### config.mk
export PLATFORM = sky130hd
export DESIGN_NAME = dtc_timers
export DESIGN_NICKNAME = d
export VERILOG_FILES = /design/src/design/dtc_pkg.sv /design/src/design/dtc_timers.sv
export VERILOG_INCLUDE_DIRS = /design/src /design/src/design
export SDC_FILE = /design/constraint.sdc
export NUM_CORES = 1
export LEC_CHECK = 0
export BUFFER_PORTS_ARGS = -buffer_cell sky130_fd_sc_hd__buf_2
export CAP_MARGIN = 10
export CORE_AREA = 2 2 86 121
export DETAILED_ROUTE_END_ITERATION = 8
export DIE_AREA = 0 0 88 123
export PLACE_DENSITY = 0.75
export SETUP_SLACK_MARGIN = 0.3
export SLEW_MARGIN = 10
export SYNTH_ARGS = -nofsm -noshare
export SYNTH_HDL_FRONTEND = slang
export SYNTH_SLANG_ARGS = --single-unit
### constraint.sdc
create_clock -name clk -period 2.6 [get_ports clk]
set_clock_uncertainty 0.05 [all_clocks]
set_input_delay 0 -clock clk [delete_from_list [all_inputs] [get_ports clk]]
set_output_delay 0 -clock clk [all_outputs]
set_load 0.02 [all_outputs]
### src/design/dtc_cfg.svh
// Behaviour
// - 8-bit timer A count plus own prescaler
// - internal source: increment every instruction cycle
// - count write blocks increments two cycles
// - source select one: count external pin edges
// - edge select picks rising or falling edge
// - timer A overflow may gate timer B
// - 16-bit timer B wraps, sets irq flag
// - irq needs on, enable, peripheral, global
// - sleep counting only in asynchronous mode
// - overflow in sleep wakes; vector if global
// - timer B oscillator enable holds through sleep
// - capture/compare use timer B count
// - capture event copies count into pair
// - compare match raises event, conversion trigger
// - trigger clears count without setting flag
// - count write beats trigger clear
`ifndef DTC_CFG_SVH
`define DTC_CFG_SVH
`define DTC_A_COUNT      4'h0
`define DTC_A_CTRL       4'h1
`define DTC_B_LOW        4'h2
`define DTC_B_HIGH       4'h3
`define DTC_B_CTRL       4'h4
`define DTC_FLAGS        4'h5
`define DTC_ENABLES      4'h6
`define DTC_CC_LOW       4'h7
`define DTC_CC_HIGH      4'h8
`define DTC_CC_CTRL      4'h9
`define DTC_A_SRC_BIT    5
`define DTC_A_EDGE_BIT   4
`define DTC_A_PSA_BIT    3
`define DTC_B_ON_BIT     0
`define DTC_B_SYNCD_BIT  2
`define DTC_B_OSC_BIT    3
`define DTC_B_SRC_BIT    6
`define DTC_B_GATE_BIT   7
`define DTC_INH_CYCLES   2'd2
`endif

### src/design/dtc_pkg.sv
package dtc_pkg;
	typedef enum logic [2:0] {
		DTC_CC_OFF     = 3'b001,
		DTC_CC_CAPTURE = 3'b010,
		DTC_CC_COMPARE = 3'b100
	} dtc_cc_mode_t;
endpackage

### src/design/dtc_timers.sv
// Implementation choices: the register addresses and the plain strobed port.
`timescale 1ns/10ps
`include "dtc_cfg.svh"
module dtc_timers
	import dtc_pkg::*;
(
	input  wire logic       clk,
	input  wire logic       arst_n,
	input  wire logic [3:0] addr,
	input  wire logic [7:0] wdata,
	input  wire logic       wr,
	input  wire logic       rd,
	output logic      [7:0] rdata,
	input  wire logic       timer_a_ext_clock_pin,
	input  wire logic       timer_b_ext_clock,
	input  wire logic       capture_event,
	input  wire logic       sleeping,
	output logic            irq,
	output logic            wake,
	output logic            conv_trigger,
	output logic            timer_b_osc_run
);
	logic [7:0]   timer_a_count;
	logic [7:0]   a_ctrl;
	logic [7:0]   prescale;
	logic [1:0]   inhibit;
	logic         pin_s1, pin_s2, pin_s3;
	logic [15:0]  timer_b;
	logic [7:0]   timer_b_control;
	logic         b_ext_s1, b_ext_s2, b_ext_s3;
	logic         timer_a_flag;
	logic         timer_b_irq_flag;
	logic         cc_flag;
	logic         timer_b_irq_enable;
	logic         peripheral_irq_enable;
	logic         global_irq_enable;
	logic [15:0]  cc_pair;
	dtc_cc_mode_t cc_mode;

	wire wr_a_count = wr && addr == `DTC_A_COUNT;
	wire wr_a_ctrl  = wr && addr == `DTC_A_CTRL;
	wire wr_b_low   = wr && addr == `DTC_B_LOW;
	wire wr_b_high  = wr && addr == `DTC_B_HIGH;
	wire wr_b_ctrl  = wr && addr == `DTC_B_CTRL;
	wire wr_flags   = wr && addr == `DTC_FLAGS;
	wire wr_en      = wr && addr == `DTC_ENABLES;
	wire wr_cc_low  = wr && addr == `DTC_CC_LOW;
	wire wr_cc_high = wr && addr == `DTC_CC_HIGH;
	wire wr_cc_ctrl = wr && addr == `DTC_CC_CTRL;

	wire a_src  = a_ctrl[`DTC_A_SRC_BIT];
	wire a_edge = a_ctrl[`DTC_A_EDGE_BIT];
	wire a_psa  = a_ctrl[`DTC_A_PSA_BIT];
	wire [2:0] a_ps_sel = a_ctrl[2:0];

	// only s2/s3 are looked at; s1 feeds s2 alone
	wire pin_rise = pin_s2 && !pin_s3;
	wire pin_fall = !pin_s2 && pin_s3;
	wire a_src_tick = a_src ? (a_edge ? pin_fall : pin_rise) : 1'b1;
	wire [7:0] next_prescale = prescale + 8'h01;
	// ratio 2^(sel+1); prescaler rolls on the bit rising edge
	wire ps_tick = a_src_tick && (next_prescale[a_ps_sel] && !prescale[a_ps_sel]);
	wire a_tick = (a_psa ? a_src_tick : ps_tick) && inhibit == 2'd0;
	wire a_wrap = a_tick && timer_a_count == 8'hFF;

	wire b_on    = timer_b_control[`DTC_B_ON_BIT];
	wire b_syncd = timer_b_control[`DTC_B_SYNCD_BIT];
	wire b_src   = timer_b_control[`DTC_B_SRC_BIT];
	wire b_gate  = timer_b_control[`DTC_B_GATE_BIT];
	wire b_ext_rise = b_ext_s2 && !b_ext_s3;
	// synchronous external mode stalls in sleep; the async path keeps running
	wire b_src_tick = b_src ? (b_ext_rise && (b_syncd || !sleeping)) : !sleeping;
	wire b_tick = b_on && b_src_tick && (!b_gate || a_wrap);
	wire b_wrap = b_tick && timer_b == 16'hFFFF;
	wire b_write = wr_b_low || wr_b_high;
	wire cc_match = cc_mode == DTC_CC_COMPARE && timer_b == cc_pair;
	wire trig_clear = cc_match && !b_write;

	wire [15:0] next_timer_b =
		wr_b_low   ? {timer_b[15:8], wdata} :
		wr_b_high  ? {wdata, timer_b[7:0]}  :
		trig_clear ? 16'h0000 :
		b_tick     ? timer_b + 16'h0001 : timer_b;

	wire [7:0] next_rdata =
		!rd                   ? 8'h00 :
		addr == `DTC_A_COUNT  ? timer_a_count :
		addr == `DTC_A_CTRL   ? a_ctrl :
		addr == `DTC_B_LOW    ? timer_b[7:0] :
		addr == `DTC_B_HIGH   ? timer_b[15:8] :
		addr == `DTC_B_CTRL   ? timer_b_control :
		addr == `DTC_FLAGS    ? {5'h00, cc_flag, timer_a_flag, timer_b_irq_flag} :
		addr == `DTC_ENABLES  ? {5'h00, global_irq_enable, peripheral_irq_enable, timer_b_irq_enable} :
		addr == `DTC_CC_LOW   ? cc_pair[7:0] :
		addr == `DTC_CC_HIGH  ? cc_pair[15:8] :
		addr == `DTC_CC_CTRL  ? {5'h00, cc_mode} : 8'h00;

	wire b_irq_cond = timer_b_irq_flag && b_on && timer_b_irq_enable && peripheral_irq_enable;
	assign irq = b_irq_cond && global_irq_enable;
	assign wake = sleeping && b_irq_cond;
	assign conv_trigger = cc_match;
	assign timer_b_osc_run = timer_b_control[`DTC_B_OSC_BIT];

	always_ff @(posedge clk or negedge arst_n) begin
		if (!arst_n) begin
			pin_s1 <= 1'b0;
			pin_s2 <= 1'b0;
			pin_s3 <= 1'b0;
			b_ext_s1 <= 1'b0;
			b_ext_s2 <= 1'b0;
			b_ext_s3 <= 1'b0;
		end else begin
			pin_s1 <= timer_a_ext_clock_pin;
			pin_s2 <= pin_s1;
			pin_s3 <= pin_s2;
			b_ext_s1 <= timer_b_ext_clock;
			b_ext_s2 <= b_ext_s1;
			b_ext_s3 <= b_ext_s2;
		end
	end

	always_ff @(posedge clk or negedge arst_n) begin
		if (!arst_n) begin
			timer_a_count <= 8'h00;
			a_ctrl <= 8'h08;
			prescale <= 8'h00;
			inhibit <= 2'd0;
		end else begin
			if (wr_a_ctrl)
				a_ctrl <= wdata;
			if (wr_a_count) begin
				timer_a_count <= wdata;
				inhibit <= `DTC_INH_CYCLES;
				prescale <= 8'h00;
			end else begin
				if (inhibit != 2'd0)
					inhibit <= inhibit - 2'd1;
				if (a_src_tick && inhibit == 2'd0)
					prescale <= next_prescale;
				if (a_tick)
					timer_a_count <= timer_a_count + 8'h01;
			end
		end
	end

	always_ff @(posedge clk or negedge arst_n) begin
		if (!arst_n) begin
			timer_b <= 16'h0000;
			timer_b_control <= 8'h00;
			cc_pair <= 16'h0000;
			cc_mode <= DTC_CC_OFF;
		end else begin
			timer_b <= next_timer_b;
			if (wr_b_ctrl)
				timer_b_control <= wdata;
			if (wr_cc_ctrl && wdata[2:0] inside {3'b001, 3'b010, 3'b100})
				cc_mode <= dtc_cc_mode_t'(wdata[2:0]);
			if (cc_mode == DTC_CC_CAPTURE && capture_event)
				cc_pair <= timer_b;
			else if (wr_cc_low)
				cc_pair[7:0] <= wdata;
			else if (wr_cc_high)
				cc_pair[15:8] <= wdata;
		end
	end

	// flags: hardware set wins over a software clear in the same cycle
	always_ff @(posedge clk or negedge arst_n) begin
		if (!arst_n) begin
			timer_b_irq_flag <= 1'b0;
			timer_a_flag <= 1'b0;
			cc_flag <= 1'b0;
			timer_b_irq_enable <= 1'b0;
			peripheral_irq_enable <= 1'b0;
			global_irq_enable <= 1'b0;
			rdata <= 8'h00;
		end else begin
			rdata <= next_rdata;
			timer_b_irq_flag <= (b_wrap && !trig_clear) || (timer_b_irq_flag && !(wr_flags && !wdata[0]));
			timer_a_flag <= a_wrap || (timer_a_flag && !(wr_flags && !wdata[1]));
			cc_flag <= cc_match || (cc_flag && !(wr_flags && !wdata[2]));
			if (wr_en) begin
				timer_b_irq_enable <= wdata[0];
				peripheral_irq_enable <= wdata[1];
				global_irq_enable <= wdata[2];
			end
		end
	end

	property p_inhibit;
		@(posedge clk) disable iff (!arst_n)
		wr_a_count ##1 !wr_a_count ##1 !wr_a_count |-> $stable(timer_a_count);
	endproperty
	a_inhibit: assert property (p_inhibit) else $error("timer A moved during write inhibit");

	property p_a_wrap_flag;
		@(posedge clk) disable iff (!arst_n)
		a_wrap |=> timer_a_flag && timer_a_count == 8'h00;
	endproperty
	a_a_wrap_flag: assert property (p_a_wrap_flag) else $error("timer A wrap lost flag");

	property p_b_wrap;
		@(posedge clk) disable iff (!arst_n)
		b_wrap && !b_write && !cc_match |=> timer_b == 16'h0000 && timer_b_irq_flag;
	endproperty
	a_b_wrap: assert property (p_b_wrap) else $error("timer B wrap wrong");

	property p_irq;
		@(posedge clk) disable iff (!arst_n)
		irq |-> timer_b_irq_flag && b_on && timer_b_irq_enable && peripheral_irq_enable && global_irq_enable;
	endproperty
	a_irq: assert property (p_irq) else $error("irq without all enables");

	property p_trig_clear;
		@(posedge clk) disable iff (!arst_n)
		cc_match && !b_write && !timer_b_irq_flag |=> timer_b == 16'h0000 && !timer_b_irq_flag;
	endproperty
	a_trig_clear: assert property (p_trig_clear) else $error("trigger clear wrong");

	property p_write_wins;
		@(posedge clk) disable iff (!arst_n)
		cc_match && wr_b_low |=> timer_b[7:0] == $past(wdata);
	endproperty
	a_write_wins: assert property (p_write_wins) else $error("trigger beat count write");

	property p_capture;
		@(posedge clk) disable iff (!arst_n)
		cc_mode == DTC_CC_CAPTURE && capture_event |=> cc_pair == $past(timer_b);
	endproperty
	a_capture: assert property (p_capture) else $error("capture missed");

	property p_sync_pin;
		@(posedge clk) disable iff (!arst_n)
		$rose(timer_a_ext_clock_pin) ##1 timer_a_ext_clock_pin |-> !pin_rise;
	endproperty
	a_sync_pin: assert property (p_sync_pin) else $error("pin edge counted unsynchronised");

	property p_sleep_hold;
		@(posedge clk) disable iff (!arst_n)
		sleeping && !b_src && !b_write && !cc_match |=> $stable(timer_b);
	endproperty
	a_sleep_hold: assert property (p_sleep_hold) else $error("timer B counted in sleep");

	// the first inhibit check only covers the edge right after the write; this one covers the second
	property p_inhibit_late;
		@(posedge clk) disable iff (!arst_n)
		wr_a_count ##1 !wr_a_count ##1 !wr_a_count |=> timer_a_count == $past(wdata, 3);
	endproperty
	a_inhibit_late: assert property (p_inhibit_late) else $error("timer A moved in second inhibit cycle");

	property p_a_count_write;
		@(posedge clk) disable iff (!arst_n)
		wr_a_count |=> timer_a_count == $past(wdata) && inhibit == `DTC_INH_CYCLES;
	endproperty
	a_a_count_write: assert property (p_a_count_write) else $error("timer A write not taken");

	property p_a_step;
		@(posedge clk) disable iff (!arst_n)
		!a_src && a_psa && inhibit == 2'd0 && !wr_a_count |=> timer_a_count == 8'($past(timer_a_count) + 8'h01);
	endproperty
	a_a_step: assert property (p_a_step) else $error("timer A missed an instruction cycle");

	property p_a_ext_hold;
		@(posedge clk) disable iff (!arst_n)
		a_src && !pin_rise && !pin_fall && !wr_a_count |=> $stable(timer_a_count);
	endproperty
	a_a_ext_hold: assert property (p_a_ext_hold) else $error("timer A counted without a pin edge");

	property p_a_edge;
		@(posedge clk) disable iff (!arst_n)
		a_src && a_edge && pin_rise && !wr_a_count |=> $stable(timer_a_count);
	endproperty
	a_a_edge: assert property (p_a_edge) else $error("timer A counted the unselected edge");

	property p_pin_fall_sync;
		@(posedge clk) disable iff (!arst_n)
		$fell(timer_a_ext_clock_pin) ##1 !timer_a_ext_clock_pin |-> !pin_fall;
	endproperty
	a_pin_fall_sync: assert property (p_pin_fall_sync) else $error("pin fall counted unsynchronised");

	property p_a_flag_sticky;
		@(posedge clk) disable iff (!arst_n)
		timer_a_flag && !wr_flags |=> timer_a_flag;
	endproperty
	a_a_flag_sticky: assert property (p_a_flag_sticky) else $error("timer A flag dropped by itself");

	property p_b_gate;
		@(posedge clk) disable iff (!arst_n)
		b_gate && !a_wrap && !b_write && !cc_match |=> $stable(timer_b);
	endproperty
	a_b_gate: assert property (p_b_gate) else $error("gated timer B moved without timer A wrap");

	property p_b_off;
		@(posedge clk) disable iff (!arst_n)
		!b_on && !b_write && !cc_match |=> $stable(timer_b);
	endproperty
	a_b_off: assert property (p_b_off) else $error("timer B counted while off");

	property p_b_flag_sticky;
		@(posedge clk) disable iff (!arst_n)
		timer_b_irq_flag && !wr_flags |=> timer_b_irq_flag;
	endproperty
	a_b_flag_sticky: assert property (p_b_flag_sticky) else $error("timer B flag dropped by itself");

	property p_async_sleep;
		@(posedge clk) disable iff (!arst_n)
		sleeping && b_on && b_src && b_syncd && !b_gate && b_ext_rise && !b_write && !cc_match
		|=> timer_b == 16'($past(timer_b) + 16'h0001);
	endproperty
	a_async_sleep: assert property (p_async_sleep) else $error("async timer B stalled in sleep");

	property p_wake_no_global;
		@(posedge clk) disable iff (!arst_n)
		sleeping && timer_b_irq_flag && b_on && timer_b_irq_enable && peripheral_irq_enable |-> wake;
	endproperty
	a_wake_no_global: assert property (p_wake_no_global) else $error("overflow in sleep did not wake");

	property p_osc_sleep;
		@(posedge clk) disable iff (!arst_n)
		sleeping && !wr_b_ctrl |=> $stable(timer_b_osc_run);
	endproperty
	a_osc_sleep: assert property (p_osc_sleep) else $error("timer B oscillator changed in sleep");

	property p_conv;
		@(posedge clk) disable iff (!arst_n)
		cc_mode == DTC_CC_COMPARE && timer_b == cc_pair |-> conv_trigger;
	endproperty
	a_conv: assert property (p_conv) else $error("compare match gave no trigger");

	property p_cc_flag;
		@(posedge clk) disable iff (!arst_n)
		cc_match |=> cc_flag;
	endproperty
	a_cc_flag: assert property (p_cc_flag) else $error("compare match left no flag");

	property p_capture_hold;
		@(posedge clk) disable iff (!arst_n)
		cc_mode != DTC_CC_CAPTURE && !wr_cc_low && !wr_cc_high |=> $stable(cc_pair);
	endproperty
	a_capture_hold: assert property (p_capture_hold) else $error("capture pair moved outside capture");

	property p_write_wins_high;
		@(posedge clk) disable iff (!arst_n)
		cc_match && wr_b_high |=> timer_b[15:8] == $past(wdata);
	endproperty
	a_write_wins_high: assert property (p_write_wins_high) else $error("trigger beat high byte write");

	c_a_wrap:  cover property (@(posedge clk) disable iff (!arst_n) a_wrap);
	c_b_wrap:  cover property (@(posedge clk) disable iff (!arst_n) b_wrap);
	c_wake:    cover property (@(posedge clk) disable iff (!arst_n) wake);
	c_capture: cover property (@(posedge clk) disable iff (!arst_n) cc_mode == DTC_CC_CAPTURE && capture_event);
	c_compare: cover property (@(posedge clk) disable iff (!arst_n) conv_trigger);
endmodule

==> results.txt, run 1 <==
Critical-path cell list = xor2_1 > nor4_2 > buf_4 > nand4_1 > or3_4 > inv_4 > buf_6 > or2_4 > nor4_1 > a221o_1
Vias in the first global route = 4928
Post-layout minimum cycle time = 2.48 ns
Sequential share of the synthesized area = 0.426
Detail Route Antenna Nets = 0
Most common cell in the netlist = dfrtp_1
I/O pin count = 32
Post-Syn Instances = 571
CP required = 2.78 ns
Setup violators final = 0
Drt drc = 0
Final WS setup = 0.121 ns
Status = completed
Reg2Reg Setup Slack = 0.12 ns
Psw = 1.85 mW
R2r startpoint = cc_pair[12]
Die X = 88 um
Iter 0 DRT Violations = 526
Fraction of layout instances using a drive strength above 1 = 0.255
Full die area = 10800 um2
Wire per inst = 20.7 um
Yosys top cell by area = dfrtp_1
Synth Register Bits = 89
RR Endpoint = timer_b[0]
Via density per instance = 6.39
Distinct cell type count after synthesis = 64
Clk buf depth = 2
Leakage power = 2.91 nW
CTS buffer count = 9
Synth warn = 0
Clock Root Buffer = clkbuf_16
F_max = 403 MHz
Post-synth EDFFs = 0
Critical setup path kind = register to register
RSZ-0062 raised after global routing = true
Worst Setup Start Kind = register
Initial antenna violation count = 0
Max_slew headroom = 0.626
Mean post-synth cell area = 9.16 um2
Synth area leaders = dfrtp_1 42%, o21ai_0 5.1%, mux2i_1 5.0%
Switching part of the total = 0.357
Share of flip-flops with an asynchronous set or reset = 1.00
Worst Hold Class = primary input to register
Max stage delay cell, worst path = or3_4
Sequential power share = 0.400
Ant diodes = 0
Clock transition at path regs = 0.07 ns
Clock share of power = 0.263
PD cells = 796 nW/um2
Tot Pwr = 5.19 mW
Top-area cell type share of the netlist area = 0.416
Maxcap violations = 0
Final period utilization = 0.953
Worst stage delay on the critical path = 0.43 ns
Crit path buf inv count = 3
Gate power share = 0.337
Pre-CTS setup slack = 0.0212 ns
Max-slew violations = 0
Area delta synth->final = 24.6%
WHS Path Cells = 3
Buffers on Ports = 31
Setup TNS = 0 ns
Core Box Area = 9740 um2
Vias post-DR = 4995
H-tree depth = 3
Synthesized cell area = 5230 um2
Grt ovf = 0
First-pass GRT wire length = 25400 um
Sink Count = 89
Hold EP = global_irq_enable
Final Hold Vio Count = 0
Die Ht = 123 um
Clk_lat worst skew = 0.35 ns
Site Rows = 43
Fin nets = 666
Internal power = 3.33 mW
Pre-antenna DRT Iters = 6
Largest net degree at the start of global routing = 90
Peak fanout along the critical path = 3
Worst EP arrival = 2.66 ns
Reg2reg path depth = 10
Top_reg_cell synth = dfrtp_1
Largest delay share family, worst path = simple AND/OR/NAND/NOR gates
Initial Util = 0.537
Hold_sp = wdata[2]
WL final = 16200 um
Commonest cells in the netlist = 87 x dfrtp_1, 65 x nand2_1, 53 x o21ai_0, 41 x nor2_1, 33 x clkbuf_1
HPWL after detailed placement = 11000 um
CP Capture Type = register
Total GRT Usage = 0.310
CTS tree = built
Routability cong. = 1.01
Least-Margin Pin Slew = 0.559 ns
Syn_nets = 595
Worst vdd ir = 0.000586 V
[area by class of cell]
class | instances | area, um2
clock buffer | 11 | 253
timing repair buffer | 96 | 711
multi-input combinational | 427 | 3020
tap | 135 | 169
inverter | 19 | 73.8
clock inverter | 5 | 62.6
sequential | 89 | 2230
fill | 737 | 3220
[worst register-to-register path: cells and delay by family, from the launching register on]
kind | cells | cell delay [ns]
AO/OA/AOI/OAI | 1 | 0.28
flip-flops | 1 | 0.41
XOR/XNOR | 1 | 0.16
buffers and inverters | 3 | 0.36
AND/OR/NAND/NOR | 5 | 1.10
[through the flow]
| stage | cell area [um2] | utilization | std cells | hold WS [ns] |
|---|---|---|---|---|
| 2_1_floorplan | 5240 | - | 571 | -0.346 |
| 3_3_place_gp | 5790 | 0.594 | 744 | 0.0271 |
| 3_5_place_dp | 5790 | 0.594 | 744 | 0.0385 |
| 4_1_cts | 6400 | 0.658 | 780 | 0.0288 |
| 5_1_grt | 6520 | 0.669 | 782 | 0.0644 |
| 6_report | 6520 | 0.669 | 782 | 0.0510 |
[state kept, by name (all words and copies together) (netlist names), 2 cells and up]
name and flops:
cc_pair 16, timer_b 16, a_ctrl 8, prescale 8, rdata 8, timer_a_count 8
timer_b_control 8, cc_mode 3, inhibit 2
[how the worst max path moves through the flow]
| stage | startpoint | end | slack [ns] | cells past startpoint |
|---|---|---|---|---|
| 3_3_place_gp | prescale[0] | timer_b[1] | 0.11 | 9 |
| 5_1_grt | a_ctrl[0] | timer_b[8] | 0.04 | 8 |
| 3_5_place_dp | prescale[1] | timer_b[1] | 0.02 | 9 |
| 6_report | cc_pair[12] | timer_b[0] | 0.12 | 10 |
| 4_1_cts | a_ctrl[0] | timer_b[8] | 0.14 | 8 |
| 2_1_floorplan | prescale[0] | timer_b[10] | 0.26 | 8 |
[routing by layer]
layer	GRT usage	wire [um]	share of wire
met5	0	0	0
met1	0.385	6070	0.37
met4	0.167	782	0.048
met3	0.0501	1100	0.068
met2	0.512	8240	0.51
[power groups by stage]
stage | logic [mW] | clock network, mW | registers (mW)
final | 1.75 | 1.36 | 2.08
after floorplan | 0.941 | 0 | 2.04
after CTS | 1.64 | 1.38 | 2.05
after global routing | 1.92 | 1.43 | 2.10
after global placement | 1.40 | 0 | 2.08
after detailed placement | 1.45 | 0 | 2.10
[kinds of logic (layout without fill, tap and decap cells)]
kind of cell	Yosys count	after routing	share of synthesized area
buffers and inverters	55	131	0.0397
adders and majority gates	4	4	0.00957
DFF	89	89	0.426
muxes	43	43	0.0885
and+or+nand+nor	199	199	0.190
AOI/OAI and AO/OA	149	149	0.192
xor gates and xnor gates	32	32	0.0536
[layout by cell type, fill, tap and decap left out, types with 6 or more instances in the layout]
cell / count
nor2b_1: 6
o21ai_1: 13
nor3_1: 7
xnor2_1: 8
nand4_1: 9
buf_2: 29
and3_1: 13
and2_1: 6
inv_1: 18
nand2_1: 65
nand3_1: 19
clkbuf_16: 9
mux2_2: 16
nor2_1: 38
buf_4: 52
o211a_1: 8
dlygate4sd3_1: 9
xor2_1: 24
mux2i_1: 26
dfrtp_1: 84
o21ai_0: 39
a21oi_1: 19
[timing repair]
action / CTS / global route
resized for setup: 31 / 27
setup endpoints to repair: 18 / 26
buffers inserted: 11 / 2
endpoints found under the hold margin: 104 / 0
hold buffers: 9 / 0
gates cloned: 0 / 0
pin swaps: 21 / 10
(Power assumes the default switching activity.)
==> run 2: changes to the inputs <==
--- a/config.mk
+++ b/config.mk
@@ -8,10 +8,12 @@
 export LEC_CHECK = 0
 export BUFFER_PORTS_ARGS = -buffer_cell sky130_fd_sc_hd__buf_2
 export CAP_MARGIN = 10
-export CORE_AREA = 2 2 86 121
+export CELL_PAD_IN_SITES_DETAIL_PLACEMENT = 0
+export CELL_PAD_IN_SITES_GLOBAL_PLACEMENT = 1
+export CORE_AREA = 2 2 97 136
 export DETAILED_ROUTE_END_ITERATION = 8
-export DIE_AREA = 0 0 88 123
-export PLACE_DENSITY = 0.75
+export DIE_AREA = 0 0 99 138
+export PLACE_DENSITY_LB_ADDON = 0.1
 export SETUP_SLACK_MARGIN = 0.3
 export SLEW_MARGIN = 10
 export SYNTH_ARGS = -nofsm -noshare
==> results.txt, run 2 (synthesized netlist as in run 1, its figures left out) <==
HPWL after detailed placement = 12400 um (+12%)
Commonest cells after routing, fill and taps aside = 84 x dfrtp_1, 65 x nand2_1, 61 x buf_4, 40 x o21ai_0, 38 x nor2_1
Buffers on Ports = 31 (unchanged)
GR met1 Demand/Resource = 0.317 (-0.0672)
Initial antenna violation count = 0 (unchanged)
Die Ht = 138 um (+12%)
Clock transition at path regs = 0.07 ns (about the same)
RSZ-0062 raised after global routing = true
Die X = 99 um (+13%)
Largest net degree at the start of global routing = 55 (-39%)
Routability cong. = 0.901 (-11%)
Placed cells = 768 (+3.2%)
Vias in the first global route = 4894 (-0.69%)
Fin nets = 676 (+1.5%)
Drt drc = 0 (unchanged)
Final period utilization = 0.951 (-0.00279)
Setup violators final = 0 (unchanged)
PD cells = 790 nW/um2 (-0.75%)
First-pass GRT wire length = 27400 um (+7.8%)
Clk_lat worst skew = 0.36 ns (about the same)
Busiest grt layer = met2
Reg2Reg Setup Slack = 0.13 ns (about the same)
Total GRT Usage = 0.257 (-0.0523)
Clock Root Buffer = clkbuf_16
Max-slew violations = 0 (unchanged)
FILL cells = 1102 (+50%)
Grt ovf = 0 (unchanged)
Leakage power = 2.96 nW (+1.7%)
CTS tree = built
WHS Path Cells = 3 (unchanged)
RR Endpoint = timer_b[12]
Core Box Area = 12600 um2 (+29%)
Ant diodes = 0 (unchanged)
Clk buf depth = 2 (unchanged)
CTS buffer count = 9 (unchanged)
F_max = 405 MHz (+0.29%)
Post-layout minimum cycle time = 2.47 ns (-0.00725 ns)
Hold EP = global_irq_enable
Setup TNS = 0 ns (unchanged)
Pre-antenna DRT Iters = 5 (-1)
Met3 Use GR = 0.0470 (-0.00305)
Critical setup path kind = register to register
Worst Hold Class = primary input to register
Hold_sp = wdata[2]
Initial Util = 0.416 (-0.121)
Sink Count = 89 (unchanged)
I/O pin count = 32 (unchanged)
H-tree depth = 3 (unchanged)
Site Rows = 49 (+14%)
Worst Setup Start Kind = register
Worst EP arrival = 2.67 ns (about the same)
Maxcap violations = 0 (unchanged)
Vias post-DR = 4807 (-3.8%)
Peak fanout along the critical path = 5 (+2)
Least-Margin Pin Slew = 0.747 ns (+0.188 ns)
Full die area = 13700 um2 (+26%)
Wire per inst = 21.1 um (+1.9%)
Detail Route Antenna Nets = 0 (unchanged)
Fraction of layout instances using a drive strength above 1 = 0.275 (+0.0205)
WL final = 17100 um (+5.5%)
Area delta synth->final = 27.6%
Final Hold Vio Count = 0 (unchanged)
Layout Cells excl Fill = 810 (+3.6%)
Max_slew headroom = 0.502 (-0.124)
Status = completed
Iter 0 DRT Violations = 401 (-24%)
Commonest non-fill, non-tap cell in the layout = dfrtp_1
CP Capture Type = register
Reg2reg path depth = 8 (-2)
R2r startpoint = prescale[0]
Met2 Use GR = 0.436 (-0.0755)
Worst vdd ir = 0.000494 V (-16%)
Top Registers = cc_pair x16, timer_b x16
Via density per instance = 5.93 (-7.1%)
CP required = 2.80 ns (+0.02 ns)
==> run 2: where the power goes <==
group	switching (mW)	internal (mW)	leakage [nW]	total, mW
clock network	0.588	0.803	0.148	1.39
registers	0.352	1.73	1.10	2.08
logic	0.947	0.855	1.70	1.80
==> run 2: how the worst max path moves through the flow <==
stage	cells past startpoint	to	start
finish	8	timer_b[12]	prescale[0]
global route	7	timer_b[10]	prescale[0]
CTS	7	timer_b[10]	a_ctrl[0]
detailed placement	8	timer_b[9]	timer_b_control[6]
global placement	8	timer_b[9]	timer_b_control[6]
floorplan	8	timer_b[10]	prescale[0]
==> run 2: layout make-up <==
class / instances / area (um2) / share of cell area
clock buffers: 11 / 253 / 0.0379
well taps: 153 / 191 / 0.0287
clock inverters: 5 / 62.6 / 0.00937
flip-flops and latches: 89 / 2230 / 0.335
inverters: 19 / 71.3 / 0.0107
repair buffers: 106 / 781 / 0.117
multi-input cells: 427 / 3080 / 0.462
==> run 2: timing repair <==
item,4_1_cts,5_1_grt
hold buffers,9,0
endpoints found under the hold margin,74,0
setup buffers,11,6
setup endpoints to repair,17,26
pin swaps,22,11
cloned,0,0
gates resized for setup,51,20
==> run 2: metal layers <==
| layer | share of wire | routed length [um] |
|---|---|---|
| met1 | 0.40 | 6810 |
| met2 | 0.53 | 8990 |
| met3 | 0.046 | 781 |
| met4 | 0.030 | 505 |
| met5 | 0 | 0 |
==> run 2: critical path: stages, from the launching register on <==
cell     delay, ns
dfrtp_1       0.42
nand4_1       0.26
nor3_1        0.23
and4b_2       0.28
nor4_4        0.33
nor2_4        0.10
buf_4         0.15
or4_4         0.41
o211a_1       0.14
==> run 2: metrics by stage <==
step	hold slack [ns]	cell area [um2]	util	total power, mW	worst slack (ns)
4_1_cts	0.0229	6560	0.522	5.21	0.153
2_1_floorplan	-0.346	5240	-	2.98	0.258
3_5_place_dp	0.0597	5840	0.465	3.58	-0.0493
6_report	0.0126	6680	0.531	5.27	0.129
3_3_place_gp	0.0526	5840	0.465	3.55	-0.0930
5_1_grt	0.0620	6680	0.531	5.59	0.0378
==> run 3: changes to the inputs <==
--- a/config.mk
+++ b/config.mk
@@ -13,6 +13,7 @@
 export CORE_AREA = 2 2 97 136
 export DETAILED_ROUTE_END_ITERATION = 8
 export DIE_AREA = 0 0 99 138
+export MAX_ROUTING_LAYER = met4
 export PLACE_DENSITY_LB_ADDON = 0.1
 export SETUP_SLACK_MARGIN = 0.3
 export SLEW_MARGIN = 10
==> results.txt, run 3 (synthesized netlist as in run 1, its figures left out) <==
Area delta synth->final = 26.6%
Initial Util = 0.416 (unchanged)
Buffers on Ports = 31 (unchanged)
Die X = 99 um (unchanged)
Sink Count = 89 (unchanged)
Clock transition at path regs = 0.06 ns (about the same)
Commonest non-fill, non-tap cell in the layout = dfrtp_1
Max_slew headroom = 0.561 (+0.0593)
Maxcap violations = 0 (unchanged)
Clock Root Buffer = clkbuf_16
I/O pin count = 32 (unchanged)
Placed inst area = 5840 um2 (about the same)
Hold_sp = wdata[0]
FILL cells = 1177 (+6.8%)
Core Box Area = 12600 um2 (unchanged)
Critical Path Source = prescale[0]
Fin nets = 677 (+0.15%)
R2r startpoint = prescale[0]
Critical setup path kind = register to register
Final Hold Vio Count = 0 (unchanged)
Multi-input logic area = 3040 um2 (-1.5%)
Post-layout minimum cycle time = 2.39 ns (-0.0800 ns)
Register area = 2230 um2 (-0.11%)
Grt ovf = 0 (unchanged)
Fraction of layout instances using a drive strength above 1 = 0.269 (-0.00650)
Least-Margin Pin Slew = 0.658 ns (-0.0889 ns)
Detail Route Antenna Nets = 0 (unchanged)
CP required = 2.79 ns (about the same)
Largest net degree at the start of global routing = 50 (-9.1%)
CTS buffer count = 9 (unchanged)
Via density per instance = 5.92 (-0.29%)
Wire per inst = 21.1 um (+0.23%)
F_max = 418 MHz (+3.3%)
Full die area = 13700 um2 (unchanged)
Worst Hold Class = primary input to register
Total GRT Usage = 0.263 (+0.00593)
Vias in the first global route = 4833 (-1.2%)
Pre-antenna DRT Iters = 6 (+1)
Max-slew violations = 0 (unchanged)
Worst vdd ir = 0.000450 V (-8.9%)
Drt drc = 0 (unchanged)
CTS tree = built
Setup TNS = 0 ns (unchanged)
Post-layout instance area = 6620 um2 (-0.81%)
CP Capture Type = register
Commonest cells after routing, fill and taps aside = 86 x dfrtp_1, 65 x nand2_1, 60 x buf_4, 40 x o21ai_0, 39 x nor2_1
Final WS setup = 0.209 ns (+0.0800 ns)
Iter 0 DRT Violations = 431 (+7.5%)
Top Registers = cc_pair x16, timer_b x16
Setup violators final = 0 (unchanged)
Peak fanout along the critical path = 5 (unchanged)
Leakage power = 2.96 nW (about the same)
H-tree depth = 3 (unchanged)
Routability cong. = 0.898 (-0.39%)
Die Ht = 138 um (unchanged)
Worst Setup Start Kind = register
Initial antenna violation count = 0 (unchanged)
WL final = 17100 um (+0.35%)
Vias post-DR = 4799 (-0.17%)
First-pass GRT wire length = 26900 um (-1.6%)
Clk_lat worst skew = 0.35 ns (about the same)
Worst EP arrival = 2.58 ns (-0.09 ns)
RSZ-0062 raised after global routing = true
Status = completed
Final period utilization = 0.920 (-0.0308)
Clk buf depth = 2 (unchanged)
PD cells = 788 nW/um2 (-0.31%)
Ant diodes = 0 (unchanged)
HPWL after detailed placement = 12400 um (+0.37%)
Pre-CTS setup slack = 0.0194 ns (+0.0687 ns)
Site Rows = 49 (unchanged)
run 3: changes by cell type in the layout (fill, tap and decap cells not counted), sizes merged:
cell      delta
clkinv       +3
clkinvlp     -2
clkbuf       -1
buf          +1
run 3: area by class of cell:
cell class,count,share of cell area
multi-input combinational,427,0.458
sequential,89,0.337
timing repair buffer,107,0.119
clock buffer,10,0.0361
tap,153,0.0289
inverter,19,0.0108
clock inverter,6,0.0100
run 3: worst paths after layout:
kind                               endpoint  slack, ns  cells after the start
max                             timer_b[12]       0.21                      9
min                        timer_a_count[0]       0.02                      3
max reg2reg                     timer_b[12]       0.21                      9
min reg2reg                          pin_s2       0.30                      0
max in group asynchronous         a_ctrl[3]       1.51                      3
min in group asynchronous        cc_mode[2]       0.17                      2
run 3: power breakdown:
group | total (mW) | internal, mW | switching [mW]
clock | 1.36 | 0.775 | 0.584
sequential | 2.09 | 1.73 | 0.361
combinational | 1.77 | 0.841 | 0.927
run 3: layer usage:
metal / up-vias / track usage / share of wire
met2: 157 / 0.432 / 0.51
met3: 38 / 0.0415 / 0.040
met1: 2353 / 0.316 / 0.41
li1: 2251 / - / -
met5: - / - / 0
met4: 0 / 0.121 / 0.038
run 3: critical path, cell delays in order (launching register included):
cell and delay, ns:
dfrtp_1 0.43, nand4_1 0.20, buf_4 0.15, o21ai_1 0.06, and4b_2 0.26, nor4_4 0.35
nor2_4 0.10, buf_6 0.13, or4_4 0.40, o211a_1 0.14
run 3: per-stage QoR:
step	power [mW]	instances	hold WS, ns	util
after floorplan	2.98	571	-0.346	-
after global placement	3.55	769	0.0142	0.465
after detailed placement	3.59	769	0.0240	0.465
after CTS	5.09	800	0.0268	0.513
after global routing	5.51	811	0.0443	0.527
final	5.21	811	0.0232	0.527
run 3: what timing repair did:
item	CTS	global route
hold buffers	9	0
setup endpoints to repair	18	21
buffers inserted	6	11
gates resized for setup	39	25
hold endpoints to repair	66	0
pin swaps	21	26
